[src/hw/rx_noise_cfg.svh]
// Constants for the receiver configuration and noise control block.
// Assumes a 40 MHz clock; word bit 1 is kept at index 14, bit 15 at index 0.
`ifndef RX_NOISE_CFG_SVH
`define RX_NOISE_CFG_SVH

// Clock period
`define CLK_PERIOD_PS 25000

// Programming word layout
`define WORD_BITS 15
`define W_OFF 14
`define W_ADDR 13
`define W_PAY_HI 12
`define W_PAY_LO 1
`define W_STOP 0

// Operating register fields and default 0001_0001_1001
`define OPCFG_RESET 12'h119
`define OP_BAND_HI 11
`define OP_BAND_LO 10
`define OP_CHK_HI 9
`define OP_CHK_LO 8
`define OP_MOD 7
`define OP_SLEEP_HI 6
`define OP_SLEEP_LO 2
`define OP_STRETCH 1
`define OP_SQUELCH 0

// Bit-window register fields, minimum 21 and maximum 41
`define LIMITS_RESET 12'h569
`define LIM_MIN_HI 11
`define LIM_MIN_LO 6
`define LIM_MAX_HI 5
`define LIM_MAX_LO 0

// Sleep interval terms
`define SLEEP_PERMANENT 5'h1F
`define SLEEP_UNIT 1024
`define SLEEP_STRETCH 8

// Times in ns and their counts in cycles
`define PROG_ENTRY_NS 2000
`define PROG_ENTRY_CYC ((`PROG_ENTRY_NS * 1000 + `CLK_PERIOD_PS - 1) / `CLK_PERIOD_PS)
`define BIT_SPLIT_NS 1000
`define BIT_SPLIT_CYC ((`BIT_SPLIT_NS * 1000 + `CLK_PERIOD_PS - 1) / `CLK_PERIOD_PS)
`define BIT_GAP_NS 50000
`define BIT_GAP_CYC ((`BIT_GAP_NS * 1000) / `CLK_PERIOD_PS)
`define STARTUP_NS 20000
`define STARTUP_CYC ((`STARTUP_NS * 1000 + `CLK_PERIOD_PS - 1) / `CLK_PERIOD_PS)
`define TAIL_UNIT_NS 5000
`define TAIL_UNIT_CYC ((`TAIL_UNIT_NS * 1000 + `CLK_PERIOD_PS - 1) / `CLK_PERIOD_PS)
`define MARKER_NS 10000
`define MARKER_CYC ((`MARKER_NS * 1000 + `CLK_PERIOD_PS - 1) / `CLK_PERIOD_PS)
`define RESET_LOW_NS 20000000
`define RESET_LOW_CYC (`RESET_LOW_NS / (`CLK_PERIOD_PS / 1000))

`endif

[src/hw/rx_noise_pkg.sv]
// Types for the receiver configuration and noise control block.
// Assumes the constants header is included by the design files.
package rx_noise_pkg;

  // Receiver modes, Gray coded along sleep, start-up, check, receive
  typedef enum logic [2:0] {
    ST_SLEEP = 3'b000,
    ST_STARTUP = 3'b001,
    ST_CHECK = 3'b011,
    ST_RECEIVE = 3'b010,
    ST_TAIL = 3'b110,
    ST_PROG = 3'b111
  } rx_state_t;

  // Programming word actions
  typedef enum logic [1:0] {
    ACT_OFF = 2'b00,
    ACT_OPCFG = 2'b01,
    ACT_LIMITS = 2'b10
  } word_action_t;

endpackage

[src/hw/word_shifter.sv]
// Collects one programming word from host low pulses on the data pin.
// Assumes dataIn is synchronous and the pin is released while enabled.
`timescale 1ns/1ps
`include "rx_noise_cfg.svh"

module word_shifter (
  // Clock and reset
  input wire logic clock,
  input wire logic rst,
  // Control and pin
  input wire logic enable,
  input wire logic dataIn,
  // Result
  output logic [14:0] word,
  output logic wordDone,
  output logic abort
);

  logic [15:0] lowLen_q;
  logic [15:0] highLen_q;
  logic [3:0] bitCount_q;
  logic armed_q;
  logic prevIn_q;
  logic [14:0] word_q;
  logic riseSeen;
  logic newBit;
  logic lastBit;
  logic gapOut;
  logic wordDone_q;

  // A low pulse that ends at or after the split length is a one
  assign riseSeen = enable & dataIn & ~prevIn_q;
  assign newBit = (lowLen_q >= 16'(`BIT_SPLIT_CYC));
  assign lastBit = armed_q & riseSeen & (bitCount_q == 4'(`WORD_BITS - 1));
  assign gapOut = enable & armed_q & (highLen_q >= 16'(`BIT_GAP_CYC));
  assign word = word_q;
  assign wordDone = wordDone_q;
  assign abort = gapOut;

  ////////////////////////////////////////////////////////////////////////////
  // Pulse length counters
  always_ff @(posedge clock) begin
    if (rst || !enable) begin
      lowLen_q <= 16'h0000;
      highLen_q <= 16'h0000;
      prevIn_q <= 1'b1;
    end else begin
      prevIn_q <= dataIn;
      lowLen_q <= dataIn ? 16'h0000 : lowLen_q + 16'h0001;
      highLen_q <= dataIn ? highLen_q + 16'h0001 : 16'h0000;
    end
  end

  // Bit 1 arrives first; the first rise only ends the entry pulse
  always_ff @(posedge clock) begin
    if (rst || !enable || lastBit || gapOut) begin
      armed_q <= 1'b0;
      bitCount_q <= 4'h0;
    end else if (riseSeen && !armed_q) begin
      armed_q <= 1'b1;
    end else if (riseSeen) begin
      bitCount_q <= bitCount_q + 4'h1;
    end
  end

  // Shift in at the low end so bit 1 ends at the top
  always_ff @(posedge clock) begin
    if (rst) begin
      word_q <= 15'h0000;
    end else if (armed_q && riseSeen) begin
      word_q <= {word_q[13:0], newBit};
    end
  end

  // Done one edge after the last rise, once the stop bit sits in the word
  always_ff @(posedge clock) begin
    if (rst || !enable) begin
      wordDone_q <= 1'b0;
    end else begin
      wordDone_q <= lastBit;
    end
  end

endmodule

[src/hw/rx_config_noise_control.sv]
// Configuration registers and data pin noise control of a polling receiver.
// Assumes demodulator, bit checker and host pins are synchronous to clock.
//
// Behaviour
// - Squelch on, override high: end of stream enters check, pin high
// - Automatic squelch active straight after power-up
// - High last period gives one band-length trailing pulse
// - Squelch off: noise passes to pin after stream
// - Off with override low: start-up, skip sleep, check
// - Two volatile 12-bit configuration registers
// - Registers written only through the data pin
// - Corrupted registers flag marker; host reprograms both
// - Reset loads both register defaults
// - Bits 1 and 2 select off or register
// - Commit payload only when stop bit is zero
// - Operating register field layout and defaults
// - Bit-window minimum and maximum layout and defaults
// - Baud band picks window scale 8, 4, 2, 1
// - Check count code gives 0, 3, 6, 9 bits
// - Squelch bit one enables suppression, default one
// - Modulation bit zero FSK default, one ASK
// - Stretch bit multiplies sleep by one or eight
// - Sleep for counts 0 to 30 is count times stretch times 1024 clocks
`timescale 1ns/1ps
`include "rx_noise_cfg.svh"

module rx_config_noise_control #(
  parameter logic [19:0] SLEEP_UNIT_CYC = 20'(`SLEEP_UNIT),
  parameter logic [19:0] RESET_LOW_CYC = 20'(`RESET_LOW_CYC)
) (
  // Clock and reset
  input wire logic clock,
  input wire logic rst,
  // Data pin, open drain: enable high pulls the pin low
  input wire logic dataIn,
  output logic dataOut,
  output logic dataOe,
  // Poll-override pin from the host, active low
  input wire logic pollOverride_n,
  // Demodulator and bit checker
  input wire logic demodData,
  input wire logic streamEnd,
  input wire logic checkPass,
  input wire logic checkFail,
  // Supply monitor
  input wire logic supplyDip,
  // Mode status
  output rx_noise_pkg::rx_state_t rxState,
  output logic icActive,
  output logic bitCheckActive,
  output logic receiving,
  // Configuration towards the receiver core
  output logic [1:0] rateBandSelect,
  output logic [3:0] windowScaleFactor,
  output logic [3:0] checkBitCount,
  output logic modulationSelect,
  output logic [4:0] sleepCount,
  output logic sleepStretch,
  output logic noiseSquelch,
  output logic [5:0] limitMin,
  output logic [5:0] limitMax,
  output logic corruptionMarker
);
  import rx_noise_pkg::*;

  ////////////////////////////////////////////////////////////////////////////
  // Decoding functions

  // Band code to window scale factor
  function automatic logic [3:0] scaleOf(input logic [1:0] band);
    logic [3:0] s;
    s = 4'h8;
    unique case (band)
      2'b00: s = 4'h8;
      2'b01: s = 4'h4;
      2'b10: s = 4'h2;
      2'b11: s = 4'h1;
    endcase
    return s;
  endfunction

  // Check count code to number of bits
  function automatic logic [3:0] checkOf(input logic [1:0] code);
    logic [3:0] n;
    n = 4'h0;
    unique case (code)
      2'b00: n = 4'h0;
      2'b01: n = 4'h3;
      2'b10: n = 4'h6;
      2'b11: n = 4'h9;
    endcase
    return n;
  endfunction

  ////////////////////////////////////////////////////////////////////////////
  // Declarations

  rx_state_t state_q;
  rx_state_t state_d;
  logic [11:0] opCfg_q;
  logic [11:0] limits_q;
  logic [19:0] cnt_q;
  logic [19:0] lowRun_q;
  logic markerPending_q;
  logic pinLevel_q;
  logic pinLevel_d;
  logic pollPrev_q;
  logic [3:0] scale_q;
  logic [3:0] checkBits_q;
  logic [14:0] word;
  logic wordDone;
  logic wordAbort;
  logic hostLow;
  logic longLow;
  logic progEntry;
  logic pollRise;
  logic squelchOn;
  logic [1:0] bandCode;
  logic [1:0] chkCode;
  logic [4:0] sleepCode;
  logic stretchOn;
  logic [19:0] sleepLen;
  logic [19:0] tailLen;
  logic sleepOver;
  logic startupOver;
  logic tailOver;
  logic markerLow;
  logic checkSkip;
  word_action_t action;
  logic commit;
  logic wrOpCfg;
  logic wrLimits;
  logic cfgReload;

  ////////////////////////////////////////////////////////////////////////////
  // Word receiver

  word_shifter word_shifter_inst (
    .clock(clock),
    .rst(rst),
    .enable(state_q == ST_PROG),
    .dataIn(dataIn),
    .word(word),
    .wordDone(wordDone),
    .abort(wordAbort)
  );

  // Bit 1 set is off regardless of bit 2; otherwise bit 2 is the address
  assign action = word[`W_OFF] ? ACT_OFF :
                  (word[`W_ADDR] ? ACT_OPCFG : ACT_LIMITS);
  assign commit = wordDone & ~word[`W_STOP];
  assign wrOpCfg = commit & (action == ACT_OPCFG);
  assign wrLimits = commit & (action == ACT_LIMITS);

  ////////////////////////////////////////////////////////////////////////////
  // Field decode of the operating register

  assign bandCode = opCfg_q[`OP_BAND_HI:`OP_BAND_LO];
  assign chkCode = opCfg_q[`OP_CHK_HI:`OP_CHK_LO];
  assign sleepCode = opCfg_q[`OP_SLEEP_HI:`OP_SLEEP_LO];
  assign stretchOn = opCfg_q[`OP_STRETCH];
  assign squelchOn = opCfg_q[`OP_SQUELCH];

  // Sleep length in cycles, stretch multiplies by eight
  assign sleepLen = 20'(sleepCode) * (stretchOn ? 20'(`SLEEP_STRETCH) : 20'h0_0001)
                    * SLEEP_UNIT_CYC;

  // Trailing pulse scales with the band like the bit window
  assign tailLen = 20'(`TAIL_UNIT_CYC) * 20'(scaleOf(bandCode));

  ////////////////////////////////////////////////////////////////////////////
  // Pin and timer conditions

  // Host pull is only seen while this end releases the pin
  assign hostLow = ~dataIn & ~dataOe;
  assign longLow = (lowRun_q >= RESET_LOW_CYC);
  assign progEntry = hostLow & (lowRun_q == 20'(`PROG_ENTRY_CYC - 1)) &
                     ((state_q == ST_RECEIVE) | (state_q == ST_CHECK));
  assign pollRise = pollOverride_n & ~pollPrev_q;
  assign sleepOver = (sleepCode != `SLEEP_PERMANENT) & (cnt_q >= sleepLen);
  assign startupOver = (cnt_q >= 20'(`STARTUP_CYC - 1));
  assign tailOver = (cnt_q >= tailLen - 20'h0_0001);
  assign markerLow = markerPending_q & (cnt_q < 20'(`MARKER_CYC));
  assign checkSkip = (checkOf(chkCode) == 4'h0);
  assign cfgReload = rst | supplyDip | longLow;

  ////////////////////////////////////////////////////////////////////////////
  // Mode sequencing
  always_comb begin
    state_d = state_q;
    unique case (state_q)
      ST_SLEEP: begin
        // Override low wakes at once; else the sleep interval elapses
        if (!pollOverride_n || sleepOver) begin
          state_d = ST_STARTUP;
        end
      end
      ST_STARTUP: begin
        if (startupOver) begin
          state_d = ST_CHECK;
        end
      end
      ST_CHECK: begin
        if (progEntry) begin
          state_d = ST_PROG;
        end else if (checkSkip || checkPass) begin
          state_d = ST_RECEIVE;
        end else if (checkFail && pollOverride_n) begin
          state_d = ST_SLEEP;
        end
      end
      ST_RECEIVE: begin
        if (progEntry) begin
          state_d = ST_PROG;
        end else if (!pollOverride_n) begin
          state_d = ST_RECEIVE;
        end else if (pollRise && !squelchOn) begin
          state_d = ST_SLEEP;
        end else if (streamEnd && squelchOn) begin
          state_d = demodData ? ST_TAIL : ST_CHECK;
        end
      end
      ST_TAIL: begin
        if (tailOver) begin
          state_d = ST_CHECK;
        end
      end
      ST_PROG: begin
        if (wordAbort) begin
          state_d = ST_CHECK;
        end else if (wordDone && action == ACT_OFF) begin
          // Override low skips the sleep and runs the check
          state_d = pollOverride_n ? ST_SLEEP : ST_STARTUP;
        end else if (wordDone) begin
          state_d = ST_CHECK;
        end
      end
      default: state_d = ST_SLEEP;
    endcase
  end

  // Pin level per mode; noise passes while receiving
  always_comb begin
    pinLevel_d = 1'b1;
    unique case (state_d)
      ST_RECEIVE: pinLevel_d = demodData;
      ST_TAIL: pinLevel_d = 1'b0;
      ST_CHECK: pinLevel_d = ~(markerPending_q & ~(wrOpCfg | wrLimits) &
                               (state_q != ST_CHECK | markerLow));
      default: pinLevel_d = 1'b1;
    endcase
  end

  ////////////////////////////////////////////////////////////////////////////
  // State, timer and pin registers
  always_ff @(posedge clock) begin
    if (rst) begin
      state_q <= ST_SLEEP;
      cnt_q <= 20'h0_0000;
      pinLevel_q <= 1'b1;
      pollPrev_q <= 1'b1;
    end else begin
      state_q <= state_d;
      cnt_q <= (state_d != state_q) ? 20'h0_0000 :
               ((&cnt_q) ? cnt_q : cnt_q + 20'h0_0001);
      pinLevel_q <= pinLevel_d;
      pollPrev_q <= pollOverride_n;
    end
  end

  // Length of the current host low pulse
  always_ff @(posedge clock) begin
    if (rst || !hostLow) begin
      lowRun_q <= 20'h0_0000;
    end else if (!(&lowRun_q)) begin
      lowRun_q <= lowRun_q + 20'h0_0001;
    end
  end

  ////////////////////////////////////////////////////////////////////////////
  // Configuration registers, defaults on reset or corruption
  always_ff @(posedge clock) begin
    if (cfgReload) begin
      opCfg_q <= `OPCFG_RESET;
      limits_q <= `LIMITS_RESET;
    end else begin
      if (wrOpCfg) begin
        opCfg_q <= word[`W_PAY_HI:`W_PAY_LO];
      end
      if (wrLimits) begin
        limits_q <= word[`W_PAY_HI:`W_PAY_LO];
      end
    end
  end

  // Marker stays until a register is rewritten; a new loss wins
  always_ff @(posedge clock) begin
    if (cfgReload) begin
      markerPending_q <= 1'b1;
    end else if (wrOpCfg || wrLimits) begin
      markerPending_q <= 1'b0;
    end
  end

  // Registered decodes for the receiver core
  always_ff @(posedge clock) begin
    if (rst) begin
      scale_q <= 4'h8;
      checkBits_q <= 4'h3;
    end else begin
      scale_q <= scaleOf(bandCode);
      checkBits_q <= checkOf(chkCode);
    end
  end

  ////////////////////////////////////////////////////////////////////////////
  // Outputs

  // Open drain pin: drive low only
  assign dataOut = 1'b0;
  assign dataOe = ~pinLevel_q;
  assign rxState = state_q;
  assign icActive = (state_q != ST_SLEEP);
  assign bitCheckActive = (state_q == ST_CHECK);
  assign receiving = (state_q == ST_RECEIVE);
  assign rateBandSelect = bandCode;
  assign windowScaleFactor = scale_q;
  assign checkBitCount = checkBits_q;
  assign modulationSelect = opCfg_q[`OP_MOD];
  assign sleepCount = sleepCode;
  assign sleepStretch = stretchOn;
  assign noiseSquelch = squelchOn;
  assign limitMin = limits_q[`LIM_MIN_HI:`LIM_MIN_LO];
  assign limitMax = limits_q[`LIM_MAX_HI:`LIM_MAX_LO];
  assign corruptionMarker = markerPending_q;

endmodule

[config.mk]
export PLATFORM = sky130hd
export DESIGN_NAME = rx_config_noise_control
export DESIGN_NICKNAME = d
export VERILOG_FILES = /design/src/hw/rx_noise_pkg.sv /design/src/hw/word_shifter.sv /design/src/hw/rx_config_noise_control.sv
export VERILOG_INCLUDE_DIRS = /design/src /design/src/hw
export SDC_FILE = /design/constraint.sdc
export NUM_CORES = 1
export LEC_CHECK = 0
export BUFFER_PORTS_ARGS = -buffer_cell sky130_fd_sc_hd__buf_2
export CAP_MARGIN = 5
export CORE_ASPECT_RATIO = 1.2
export CORE_MARGIN = 3
export CORE_UTILIZATION = 45
export DETAILED_ROUTE_END_ITERATION = 8
export PLACE_DENSITY = 0.71
export SYNTH_ARGS = -nofsm -noshare
export SYNTH_HDL_FRONTEND = slang
export SYNTH_SLANG_ARGS = --single-unit
[constraint.sdc]
create_clock -name clock -period 11.15 [get_ports clock]
set_input_delay 1.115 -clock clock [delete_from_list [all_inputs] [get_ports clock]]
set_output_delay 1.115 -clock clock [all_outputs]
set_load 0.01 [all_outputs]
Word-level counts from Yosys, hierarchy flattened
Cells that the tools add are included.
Word-level totals
  bits in registers: 132
  bits of input ports: 9
  output and inout bits: 39
  logic and storage cells: 135
Operators by class
  add/subtract/negate cells: 6
  multipliers: 2
  magnitude comparators: 7
  equality and inequality tests: 21
  muxes and demuxes: 22
  bitwise operators: 30
  reduce and logical (&&, ||, !) cells: 30
Operators with widths (number)
  $mux 3: 14
  $add 20x1->20 const B: 2
  $reduce_and 20->1: 2
  $add 16x1->16 const B: 2
  $pmux 4 s4: 2
  $eq 20x7->1 const B: 1
  $ge 20x10->1 const B: 1
  $ge 20x19->1: 1
  $ge 20x20->1: 1
  $ge 20x20->1 const B: 1
  $lt 20x9->1 const B: 1
  $pmux 3 s6: 1
  $and 1x1->1: 17
  $ge 16x11->1 const B: 1
  $ge 16x6->1 const B: 1
  $sub 12x1->13 const B: 1
  $eq 3x2->1 const B: 4
  $eq 2x2->1 const B: 5
  $eq 3x3->1 const B: 3
  $mul 5x4->9: 1
  $mul 5x4->9 const A: 1
  $not 1->1: 8
  $logic_or 1x1->1: 7
  $eq 2x1->1 const B: 3
  19 further kinds: 37

Depth between registers and ports, before layout
Gate-level depths: netlist of the first run.
  word-level depth: 10
  mapped depth: 18
  gate-level depth less buffers: 17

Cells and area by module
Synthesis of the first run repeated with hierarchy kept, for this count alone.
Unflattened totals
  cells, all modules: 806
  area total of the unflattened synthesis: 6780.3 µm²
Modules (own cells, without submodules)
  rx_config_noise_control: instances 1, cells each 543, area an instance 4510.6 µm², sequential area each 1561.5 µm²
  word_shifter: instances 1, cells each 263, area an instance 2269.7 µm², sequential area each 1081.0 µm²

Worst setup path before layout of the first run
OpenSTA, ideal clock, no wires.
  path type: register to register
  start point: reg opCfg_q[10]
  end point: reg cnt_q[19]
  setup time: 0.073 ns
  arrival: 3.459 ns
  required time: 11.077 ns
  path slack: 7.618 ns
  cell stages (with the launch flop): 15
  buffers on the path: 1
  clock period less this slack: 3.532 ns
  cell sequence: dfxtp_1 inv_1 ha_1 or2_2 ha_1 xnor2_1 ha_1 a21o_1 a21o_1 a2111oi_2 a21oi_1 nor4_1 or3b_1 buf_6 nor3_4
On the way
  cells in the longest elaborated chain, start to end: 9
  elaborated cells between the ends (all ways): 12
  those cells by class: add/sub (1); mul (1); order compare (1); eq/ne (4); mux (3); reduce/logical (2)
RTL lines
  start: declaration: RTL line rx_config_noise_control.sv:100  | logic [11:0] opCfg_q;
  start signal: assignment: RTL line rx_config_noise_control.sv:284  | opCfg_q <= `OPCFG_RESET;
  start signal: assignment: RTL line rx_config_noise_control.sv:288  | opCfg_q <= word[`W_PAY_HI:`W_PAY_LO];
  $eq 2x2->1, or another cell as far along: RTL line rx_config_noise_control.sv:73  | unique case (band)
  $pmux 4 s4 (*): RTL line rx_config_noise_control.sv:73
  $mul 5x4->9 (*): RTL line rx_config_noise_control.sv:169  | assign tailLen = 20'(`TAIL_UNIT_CYC) * 20'(scaleOf(bandCode));
  $sub 12x1->13 (*): RTL line rx_config_noise_control.sv:182  | assign tailOver = (cnt_q >= tailLen - 20'h0_0001);
  $ge 20x20->1 (*): RTL line rx_config_noise_control.sv:182
  $mux 3 (*): RTL line rx_config_noise_control.sv:224  | if (tailOver) begin
  $pmux 3 s6 (*): RTL line rx_config_noise_control.sv:191  | unique case (state_q)
  $ne 3x3->1 (*): RTL line rx_config_noise_control.sv:264  | cnt_q <= (state_d != state_q) ? 20'h0_0000 :
  $reduce_or 2->1 (no line) (*)
  end signal: assignment: RTL line rx_config_noise_control.sv:264
  end: declaration: RTL line rx_config_noise_control.sv:102  | logic [19:0] cnt_q;
Mark *: on every way between the ends. The rest lies on a longest branch, timed or not.
A chain may end at the register's enable or synchronous reset.

Worst setup path in the final report of the first run
Same ends and word-level chain as after synthesis.

==> impl_metrics.json, run 1 <==
{
  "critPathArrivalTime_ns": 4.40,
  "slew_headroom": 0.504,
  "core.rowCount": 47,
  "max_stage_delay_ns": 0.70,
  "crit_chain": "inv_1 -> ha_1 -> or2_2 -> ha_1 -> xnor2_1 -> ha_1 -> a21o_1 -> a21o_1 -> a2111oi_2 -> a21oi_1 -> nor4_1 -> or3b_1 -> nor3_4",
  "synthMostInstantiatedCell": "dfxtp_1",
  "rsz0062_at_grt": "no",
  "numCtsBuffers": 17,
  "tightest_slew_ns": 0.745,
  "place_ws_ns": 7.08,
  "drtPass1Iterations": 4,
  "fin_crit_sh": 0.364,
  "fillers": 1322,
  "antenna_found_initial": 0,
  "yosysWarningCount": 0,
  "outcome": "finished clean",
  "grt_pass1_vias": 4914,
  "power_leakage_nw": 2.91,
  "pin_count": 48,
  "die_w_um": 116,
  "netlist_top_cells_count": "dfxtp_1, nand2_1, nor2_1",
  "post-route-min-period_ns": 4.06,
  "drc": 0,
  "routed_wl_um": 13900,
  "clock.fmax_mhz": 246,
  "cts.sinks": 132,
  "syn-cell-area_um2": 6510,
  "cap_violations": 0,
  "seq_area_frac_synth": 0.406,
  "skew_ns": 0.00661,
  "synth_edf_count": 0,
  "synthTopCellsByArea": "dfxtp_1, ha_1, nand2_1",
  "start_kind": "flip-flop",
  "fp.coreArea_um2": 14000,
  "ctsHoldBuffers": 0,
  "fin_cells": 996,
  "powerDensity_nw_per_um2": 135,
  "overflow": 0,
  "track_usage": 0.182,
  "clk_path_buf_depth": 2,
  "final_area_um2": 7320,
  "slew_violations": 0,
  "path_clk_slew_ns": 0.05,
  "cts-htree-levels": 4,
  "worst_path_max_delay_cell": "or3b_1",
  "whs_ns": 0.451,
  "p_sw_frac": 0.208,
  "dp_hpwl_um": 9980,
  "diodes": 0,
  "vias_per_cell": 5.35,
  "wl_per_cell_um": 13.9,
  "final-setup-viol-count": 0,
  "vias": 5333,
  "synth_top_area_share": 0.406,
  "clock_latency_ns": 0.41,
  "crit_fanout": 20,
  "synth-async-reset-ratio": 0,
  "pwr-share-seq": 0.481,
  "critPathKind": "reg2reg",
  "netlist_instances": 780,
  "cpMostUsedCell": "ha_1",
  "drive_gt1_frac": 0.104,
  "nNetsFinal": 868,
  "required_ns": 11.49,
  "power_frac_comb": 0.021,
  "p_clk_frac": 0.498,
  "io_buffers": 46,
  "drt_iter0_drc": 309,
  "synth.avg_cell_area_um2": 8.34,
  "crit_path_end_kind": "flip-flop",
  "syn_to_final_growth_pct": 12.5,
  "power.internal_w": 0.000783,
  "grt_max_degree": 35,
  "setup_ws_ns": 7.09,
  "ys_ff_latch": 132,
  "post_cts_buffers": 0,
  "placed_cells": 967,
  "tns_ns": 0,
  "die-area_um2": 15900,
  "drtAntennaViolNets": 0,
  "grt_first_pass_wirelength_um": 23300,
  "chipHeight_um": 138,
  "postCtsResizedCells": 0,
  "cts_tree": "yes",
  "dpl_cell_area_um2": 6800,
  "start_util": 0.465,
  "ys_types": 63,
  "p_sw_w": 0.000206,
  "gp_congestion": 0.855,
  "root_buffer": "clkbuf_16",
  "synth_flop_cell": "dfxtp_1",
  "hold_path.class": "reg2reg",
  "synth_largest_area_cell": "dfxtp_1",
  "hold_viol_final": 0,
  "vdd_ir_drop_max_uv": 73.7
}
[area by class of cell]
class | instances | area, um^2 | area share
timing repair buffer | 47 | 238 | 0.0325
tap | 171 | 214 | 0.0292
sequential | 132 | 2640 | 0.361
inverter | 29 | 109 | 0.0149
multi-input combinational | 588 | 3600 | 0.491
clock buffer | 25 | 495 | 0.0677
clock inverter | 4 | 25.0 | 0.00342
[placed cells by master, fill, tap and decap left out, types with 8 or more instances in the layout]
master     Yosys  routed
nand3_1       44      44
nor4_1         9       9
ha_1          43      43
a21oi_1       54      54
nand4_1       20      20
nor2_1        86      86
o21ai_0       12      12
clkbuf_16      0      17
buf_2          2      46
inv_1         29      29
and3_1        19      19
dfxtp_1      132     132
xor2_1        39      39
nand2_1      122     122
or3_1         12      12
nor3_1        12      12
xnor2_1       20      20
and2_1         8       8
[per-stage QoR]
stage	power, W	utilization
CTS	0.000999	0.523
detailed placement	0.000507	0.486
finish	0.000989	0.523
global placement	0.000506	0.486
global route	0.00102	0.523
floorplan	0.000500	-
[logic make-up after synthesis]
family / after synthesis / synth area share
other: 1 / 0.000576
adder cells (fa/ha/maj): 44 / 0.0858
AND/OR/NAND/NOR: 374 / 0.282
multiplexers: 4 / 0.00635
XOR/XNOR: 59 / 0.0794
AO/OA/AOI/OAI: 103 / 0.0971
flip-flops: 132 / 0.406
buffers and inverters: 63 / 0.0425
[power by group through the flow]
| stage | Clock, W | Sequential, W | Combinational [W] |
|---|---|---|---|
| CTS | 0.000503 | 0.000475 | 0.0000211 |
| global placement | 0 | 0.000485 | 0.0000207 |
| global route | 0.000524 | 0.000475 | 0.0000235 |
| finish | 0.000492 | 0.000476 | 0.0000210 |
| detailed placement | 0 | 0.000485 | 0.0000211 |
| floorplan | 0 | 0.000485 | 0.0000145 |
[worst max-delay path, delay by kind of cell (launching register included)]
family / cells / cell delay, ns
AO/OA/AOI/OAI: 4 / 0.89
AND/OR/NAND/NOR: 4 / 1.53
XOR/XNOR: 1 / 0.17
buffers and inverters: 1 / 0.13
flip-flops: 1 / 0.41
adder cells (fa/ha/maj): 3 / 0.86
[metal layers]
metal	GRT usage	vias to the layer above	routed length, um
met3	0.0540	11	659
li1	-	2747	-
met2	0.297	85	6830
met5	0	-	0
met1	0.229	2490	6250
met4	0.0593	0	153
[worst paths after layout]
| path | startpoint | to | slack, ns | cells after the start |
|---|---|---|---|---|
| min | limits_q[11] | limits_q[11] | 0.45 | 2 |
| max reg2reg | opCfg_q[10] | cnt_q[19] | 7.09 | 13 |
| min reg2reg | limits_q[11] | limits_q[11] | 0.45 | 2 |
| max | opCfg_q[10] | cnt_q[19] | 7.09 | 13 |
[flip-flops by register name, summed over array words and instances (netlist names)]
| signal | flops |
|---|---|
| pinLevel_q | 1 |
| corruptionMarker | 1 |
| limits_q | 12 |
| word_shifter_inst.word | 15 |
| word_shifter_inst.prevIn_q | 1 |
| cnt_q | 20 |
| word_shifter_inst.armed_q | 1 |
| windowScaleFactor | 4 |
| word_shifter_inst.wordDone | 1 |
| word_shifter_inst.highLen_q | 16 |
| checkBitCount | 4 |
| rxState | 3 |
| word_shifter_inst.bitCount_q | 4 |
| opCfg_q | 12 |
| pollPrev_q | 1 |
| word_shifter_inst.lowLen_q | 16 |
| lowRun_q | 20 |
No activity file was read; power rests on OpenSTA's default activity.
==> inputs of run 2 (changes only) <==
Clock period 11.15 ns to 4.25 ns, I/O delays scaled along.
==> run 2 against run 1 <==
Final cell count up 0.30%. Clock-buffer cell count decreased by 6. Hold slack got worse by 0.13 ns. Critical path depth stayed put. Critical endpoint unchanged.
==> impl_metrics.json, run 2 (synthesis gave the netlist of run 1 again) <==
{
  "outcome": "finished clean",
  "tns_ns": 0,
  "syn_to_final_growth_pct": 13.4,
  "slew_violations": 0,
  "clock_latency_ns": 0.42,
  "post-route-min-period_ns": 3.85,
  "multi_input_area_um2": 3600,
  "cts.sinks": 132,
  "root_buffer": "clkbuf_16",
  "max_stage_delay_ns": 0.54,
  "drtPass1Iterations": 5,
  "final_area_um2": 7380,
  "skew_ns": 0.0114,
  "clock.fmax_mhz": 260,
  "drt_iter0_drc": 363,
  "final-setup-viol-count": 0,
  "worst_path_max_delay_cell": "or3b_4",
  "crit_fanout": 20,
  "fillers": 1297,
  "gp_congestion": 0.886,
  "vdd_ir_drop_max_uv": 237,
  "powerDensity_nw_per_um2": 369,
  "grt_max_degree": 35,
  "post_cts_buffers": 0,
  "die-area_um2": 15900,
  "nNetsFinal": 868,
  "diodes": 0,
  "area.sequential_um2": 2640,
  "grt_first_pass_wirelength_um": 23000,
  "r2r_setup_slack_ns": 0.40,
  "rsz0062_at_grt": "no",
  "hold_start": "dataIn",
  "dpl_cell_area_um2": 6800,
  "grt_pass1_vias": 4962,
  "start_util": 0.465,
  "place_ws_ns": 0.218,
  "cts-htree-levels": 4,
  "start_kind": "flip-flop",
  "routed_wl_um": 14100,
  "drtAntennaViolNets": 0,
  "drc": 0,
  "overflow": 0,
  "vias_per_cell": 5.40,
  "startpoint": "opCfg_q[10]",
  "fin_cells": 999,
  "core.rowCount": 47,
  "die_w_um": 116,
  "slew_headroom": 0.506,
  "chipHeight_um": 138,
  "reg2reg_from": "opCfg_q[10]",
  "final_cell_mix": "dfxtp_1, nand2_1, nor2_1, a21oi_1, buf_2",
  "setup_ws_ns": 0.399,
  "power_leakage_nw": 2.94,
  "crit_path_end_kind": "flip-flop",
  "io_buffers": 46,
  "critPathKind": "reg2reg",
  "wl_per_cell_um": 14.1,
  "antenna_found_initial": 0,
  "path_clk_slew_ns": 0.06,
  "critPathArrivalTime_ns": 4.19,
  "dp_hpwl_um": 9960,
  "layout_commonest_cell": "dfxtp_1",
  "cap_violations": 0,
  "pin_count": 48,
  "top_regs": "cnt_q (20), lowRun_q (20)",
  "crit_chain": "inv_1 -> ha_1 -> or2_2 -> ha_1 -> xnor2_1 -> ha_1 -> a21o_1 -> a21o_1 -> a2111oi_2 -> a21oi_1 -> nor4_1 -> or3b_4 -> nor3_4",
  "required_ns": 4.59,
  "clk_path_buf_depth": 2,
  "cts_tree": "yes",
  "reg2regPathDepth": 13,
  "placed_cells": 967,
  "hold_depth": 2,
  "hold_path.class": "in2reg",
  "critPathTopFamily": "simple AND/OR/NAND/NOR gates",
  "vias": 5390,
  "hold_path_end": "word_shifter_inst.highLen_q[1]",
  "critPathBufInv": 1,
  "numCtsBuffers": 17,
  "drive_gt1_frac": 0.112,
  "track_usage": 0.181,
  "fin_crit_sh": 0.906,
  "fp.coreArea_um2": 14000,
  "r2r_end": "cnt_q[19]",
  "hold_viol_final": 0,
  "cpMostUsedCell": "ha_1",
  "tightest_slew_ns": 0.741
}
## run 2: per-layer routing
metal  GRT usage  up-vias  part of all wire
li1            -     2738                 -
met1       0.221     2503              0.45
met2       0.290      121              0.46
met3      0.0611       28             0.061
met4      0.0754        0             0.027
met5           0        -                 0
## run 2: worst max-delay path by stage
stage / to / slack [ns] / depth (start not counted)
2_1_floorplan: cnt_q[19] / 0.72 / 14
3_3_place_gp: cnt_q[19] / 0.30 / 13
3_5_place_dp: cnt_q[19] / 0.22 / 13
4_1_cts: cnt_q[19] / 0.19 / 13
5_1_grt: cnt_q[19] / 0.15 / 15
6_report: cnt_q[19] / 0.40 / 13
## run 2: through the flow
stage / utilization / power [W] / hold slack [ns]
final: 0.527 / 0.00272 / 0.320
after floorplan: - / 0.00131 / 0.437
after global routing: 0.527 / 0.00281 / 0.317
after detailed placement: 0.486 / 0.00133 / 0.444
after CTS: 0.527 / 0.00274 / 0.308
after global placement: 0.486 / 0.00133 / 0.442
## run 2: layout make-up
cell class,instances,area share
clock inverters,13,0.0180
well taps,171,0.0290
flip-flops and latches,132,0.358
clock buffers,19,0.0600
repair buffers,47,0.0322
inverters,29,0.0148
multi-input cells,588,0.488
## run 2: report_power, final
part	leakage, nW	internal (W)	switching, W
registers	1.06	0.00124	0.00000487
logic	1.59	0.0000178	0.0000374
clock network	0.287	0.000877	0.000544
total	2.94	0.00214	0.000587
## run 2: worst register-to-register path: stages (launching register included)
cell and delay (ns):
dfxtp_1 0.42, inv_1 0.12, ha_1 0.26, or2_2 0.29, ha_1 0.34, xnor2_1 0.14
ha_1 0.29, a21o_1 0.17, a21o_1 0.18, a2111oi_2 0.40, a21oi_1 0.13, nor4_1 0.28
or3b_4 0.54, nor3_4 0.22
## run 2: what timing repair did
item | in CTS | in global routing
endpoints found under the setup margin | 0 | 15
hold buffers | 0 | 0
resized for setup | 0 | 2
==> inputs of run 3 (changes only) <==
==> constraint.sdc (replaced) <==
create_clock -name clock -period 4.25 [get_ports clock]
set_input_delay 1.0625 -clock clock [delete_from_list [all_inputs] [get_ports clock]]
set_output_delay 1.0625 -clock clock [all_outputs]
set_load 0.01 [all_outputs]
==> run 3 against run 2 <==
Utilization rose by 0.21 points. Wire length fell by 1.1%. Maximum frequency rose by 0.18%. Design area rose by 0.39%. Clock power rose by 4%. Global-route usage fell by 0.084 points. Clock skew fell by 0.0013 ns. Non-clock buffer count did not move. First-iteration DRC count fell by 12%. Setup slack improved by 0.0068 ns. Critical endpoint unchanged.
==> impl_metrics.json, run 3 (synthesis gave the netlist of run 1 again) <==
{
  "outcome": "finished clean",
  "start_util": 0.465,
  "gp_congestion": 0.862,
  "cts_tree": "yes",
  "nNetsFinal": 868,
  "numCtsBuffers": 17,
  "chipHeight_um": 138,
  "pin_count": 48,
  "tns_ns": 0,
  "io_buffers": 46,
  "dp_hpwl_um": 9790,
  "root_buffer": "clkbuf_16",
  "slew_headroom": 0.469,
  "grt_max_degree": 35,
  "crit_fanout": 20,
  "post-route-min-period_ns": 3.84,
  "grt_first_pass_wirelength_um": 23100,
  "crit_chain": "inv_1 -> ha_1 -> or2_2 -> ha_1 -> xnor2_1 -> ha_1 -> a21o_1 -> a21o_1 -> a2111oi_2 -> a21oi_1 -> nor4_1 -> or3b_4 -> nor3_4",
  "track_usage": 0.180,
  "syn_to_final_growth_pct": 13.9,
  "core.rowCount": 47,
  "cap_violations": 0,
  "vdd_ir_drop_max_uv": 239,
  "drt_iter0_drc": 318,
  "vias_per_cell": 5.37,
  "drtPass1Iterations": 5,
  "grtUsageMet2": 0.299,
  "diodes": 0,
  "tightest_slew_ns": 0.794,
  "fp.coreArea_um2": 14000,
  "drc": 0,
  "hold_path.class": "reg2reg",
  "top_usage_layer": "met2",
  "clk_path_buf_depth": 2,
  "ctsHoldBuffers": 0,
  "final_cell_mix": "dfxtp_1, nand2_1, nor2_1, a21oi_1, buf_2",
  "critPathKind": "reg2reg",
  "clock_latency_ns": 0.41,
  "rsz0062_at_grt": "no",
  "drive_gt1_frac": 0.114,
  "powerDensity_nw_per_um2": 376,
  "slew_violations": 0,
  "fin_crit_sh": 0.905,
  "layout_commonest_cell": "dfxtp_1",
  "worst_path_max_delay_cell": "or3b_4",
  "routed_wl_um": 13900,
  "required_ns": 4.59,
  "overflow": 0,
  "path_clk_slew_ns": 0.06,
  "wl_per_cell_um": 13.9,
  "fillers": 1294,
  "vias": 5364,
  "grtUsageMet3": 0.0545,
  "final-setup-viol-count": 0,
  "skew_ns": 0.0101,
  "cts-htree-levels": 4,
  "cpMostUsedCell": "ha_1",
  "start_kind": "flip-flop",
  "hold_viol_final": 0,
  "power_leakage_nw": 2.94,
  "grt.met1_usage": 0.220,
  "die_w_um": 116,
  "clock.fmax_mhz": 260,
  "crit_path_end_kind": "flip-flop",
  "critPathArrivalTime_ns": 4.19,
  "top_regs": "cnt_q (20), lowRun_q (20)",
  "die-area_um2": 15900,
  "cts.sinks": 132,
  "whs_ns": 0.455,
  "drtAntennaViolNets": 0,
  "grt_pass1_vias": 4986,
  "max_stage_delay_ns": 0.54,
  "antenna_found_initial": 0
}
## run 3: changes by cell type in the layout (fill, tap and decap cells not counted), sizes merged
cell,change
clkinvlp,+3
clkbuf,-2
bufinv,+1
clkinv,-3
inv,+1
## run 3: where the power goes
group	switching, W	total, W	internal [W]
registers	0.00000502	0.00125	0.00124
logic	0.0000375	0.0000553	0.0000178
clock network	0.000558	0.00148	0.000925
total	0.000601	0.00279	0.00218
## run 3: timing repair
item / in CTS / in global routing
hold endpoints to repair: 0 / 0
buffers inserted: 0 / 0
gates resized for setup: 0 / 2
endpoints found under the setup margin: 0 / 20
## run 3: final timing paths
path	cells after the start	from	end	slack, ns
setup / recovery	13	opCfg_q[11]	cnt_q[19]	0.41
hold / removal	2	opCfg_q[7]	opCfg_q[7]	0.45
setup reg to reg	13	opCfg_q[11]	cnt_q[19]	0.41
hold reg to reg	2	opCfg_q[7]	opCfg_q[7]	0.45
## run 3: area by class of cell
cell class	count	area, um^2	share of cell area
clock buffers	17	425	0.0574
repair buffers	47	238	0.0321
clock inverters	15	179	0.0242
flip-flops and latches	132	2640	0.357
inverters	29	109	0.0147
well taps	171	214	0.0289
multi-input cells	588	3600	0.486
## run 3: worst max-delay path: cells and delay by family (launching register included)
family / cells / cell delay, ns
buf+inv: 1 / 0.11
flops: 1 / 0.43
simple gates: 4 / 1.32
xor+xnor: 1 / 0.17
compound gates: 4 / 0.91
fa+ha+maj: 3 / 0.82
## run 3: per-stage QoR
stage	setup slack [ns]	instance area (um^2)	std cells	power [W]	util
6_report	0.406	7410	999	0.00279	0.529
5_1_grt	0.0998	7410	999	0.00287	0.529
4_1_cts	0.172	7410	999	0.00280	0.529
3_5_place_dp	0.188	6800	967	0.00133	0.486
3_3_place_gp	0.304	6800	967	0.00133	0.486
2_1_floorplan	0.718	6520	783	0.00131	-
## run 3: layer usage
metal	part of all wire	wire length (um)	up-vias
li1	-	-	2747
met1	0.45	6250	2491
met2	0.48	6730	113
met3	0.058	801	13
met4	0.0094	131	0
met5	0	0	-
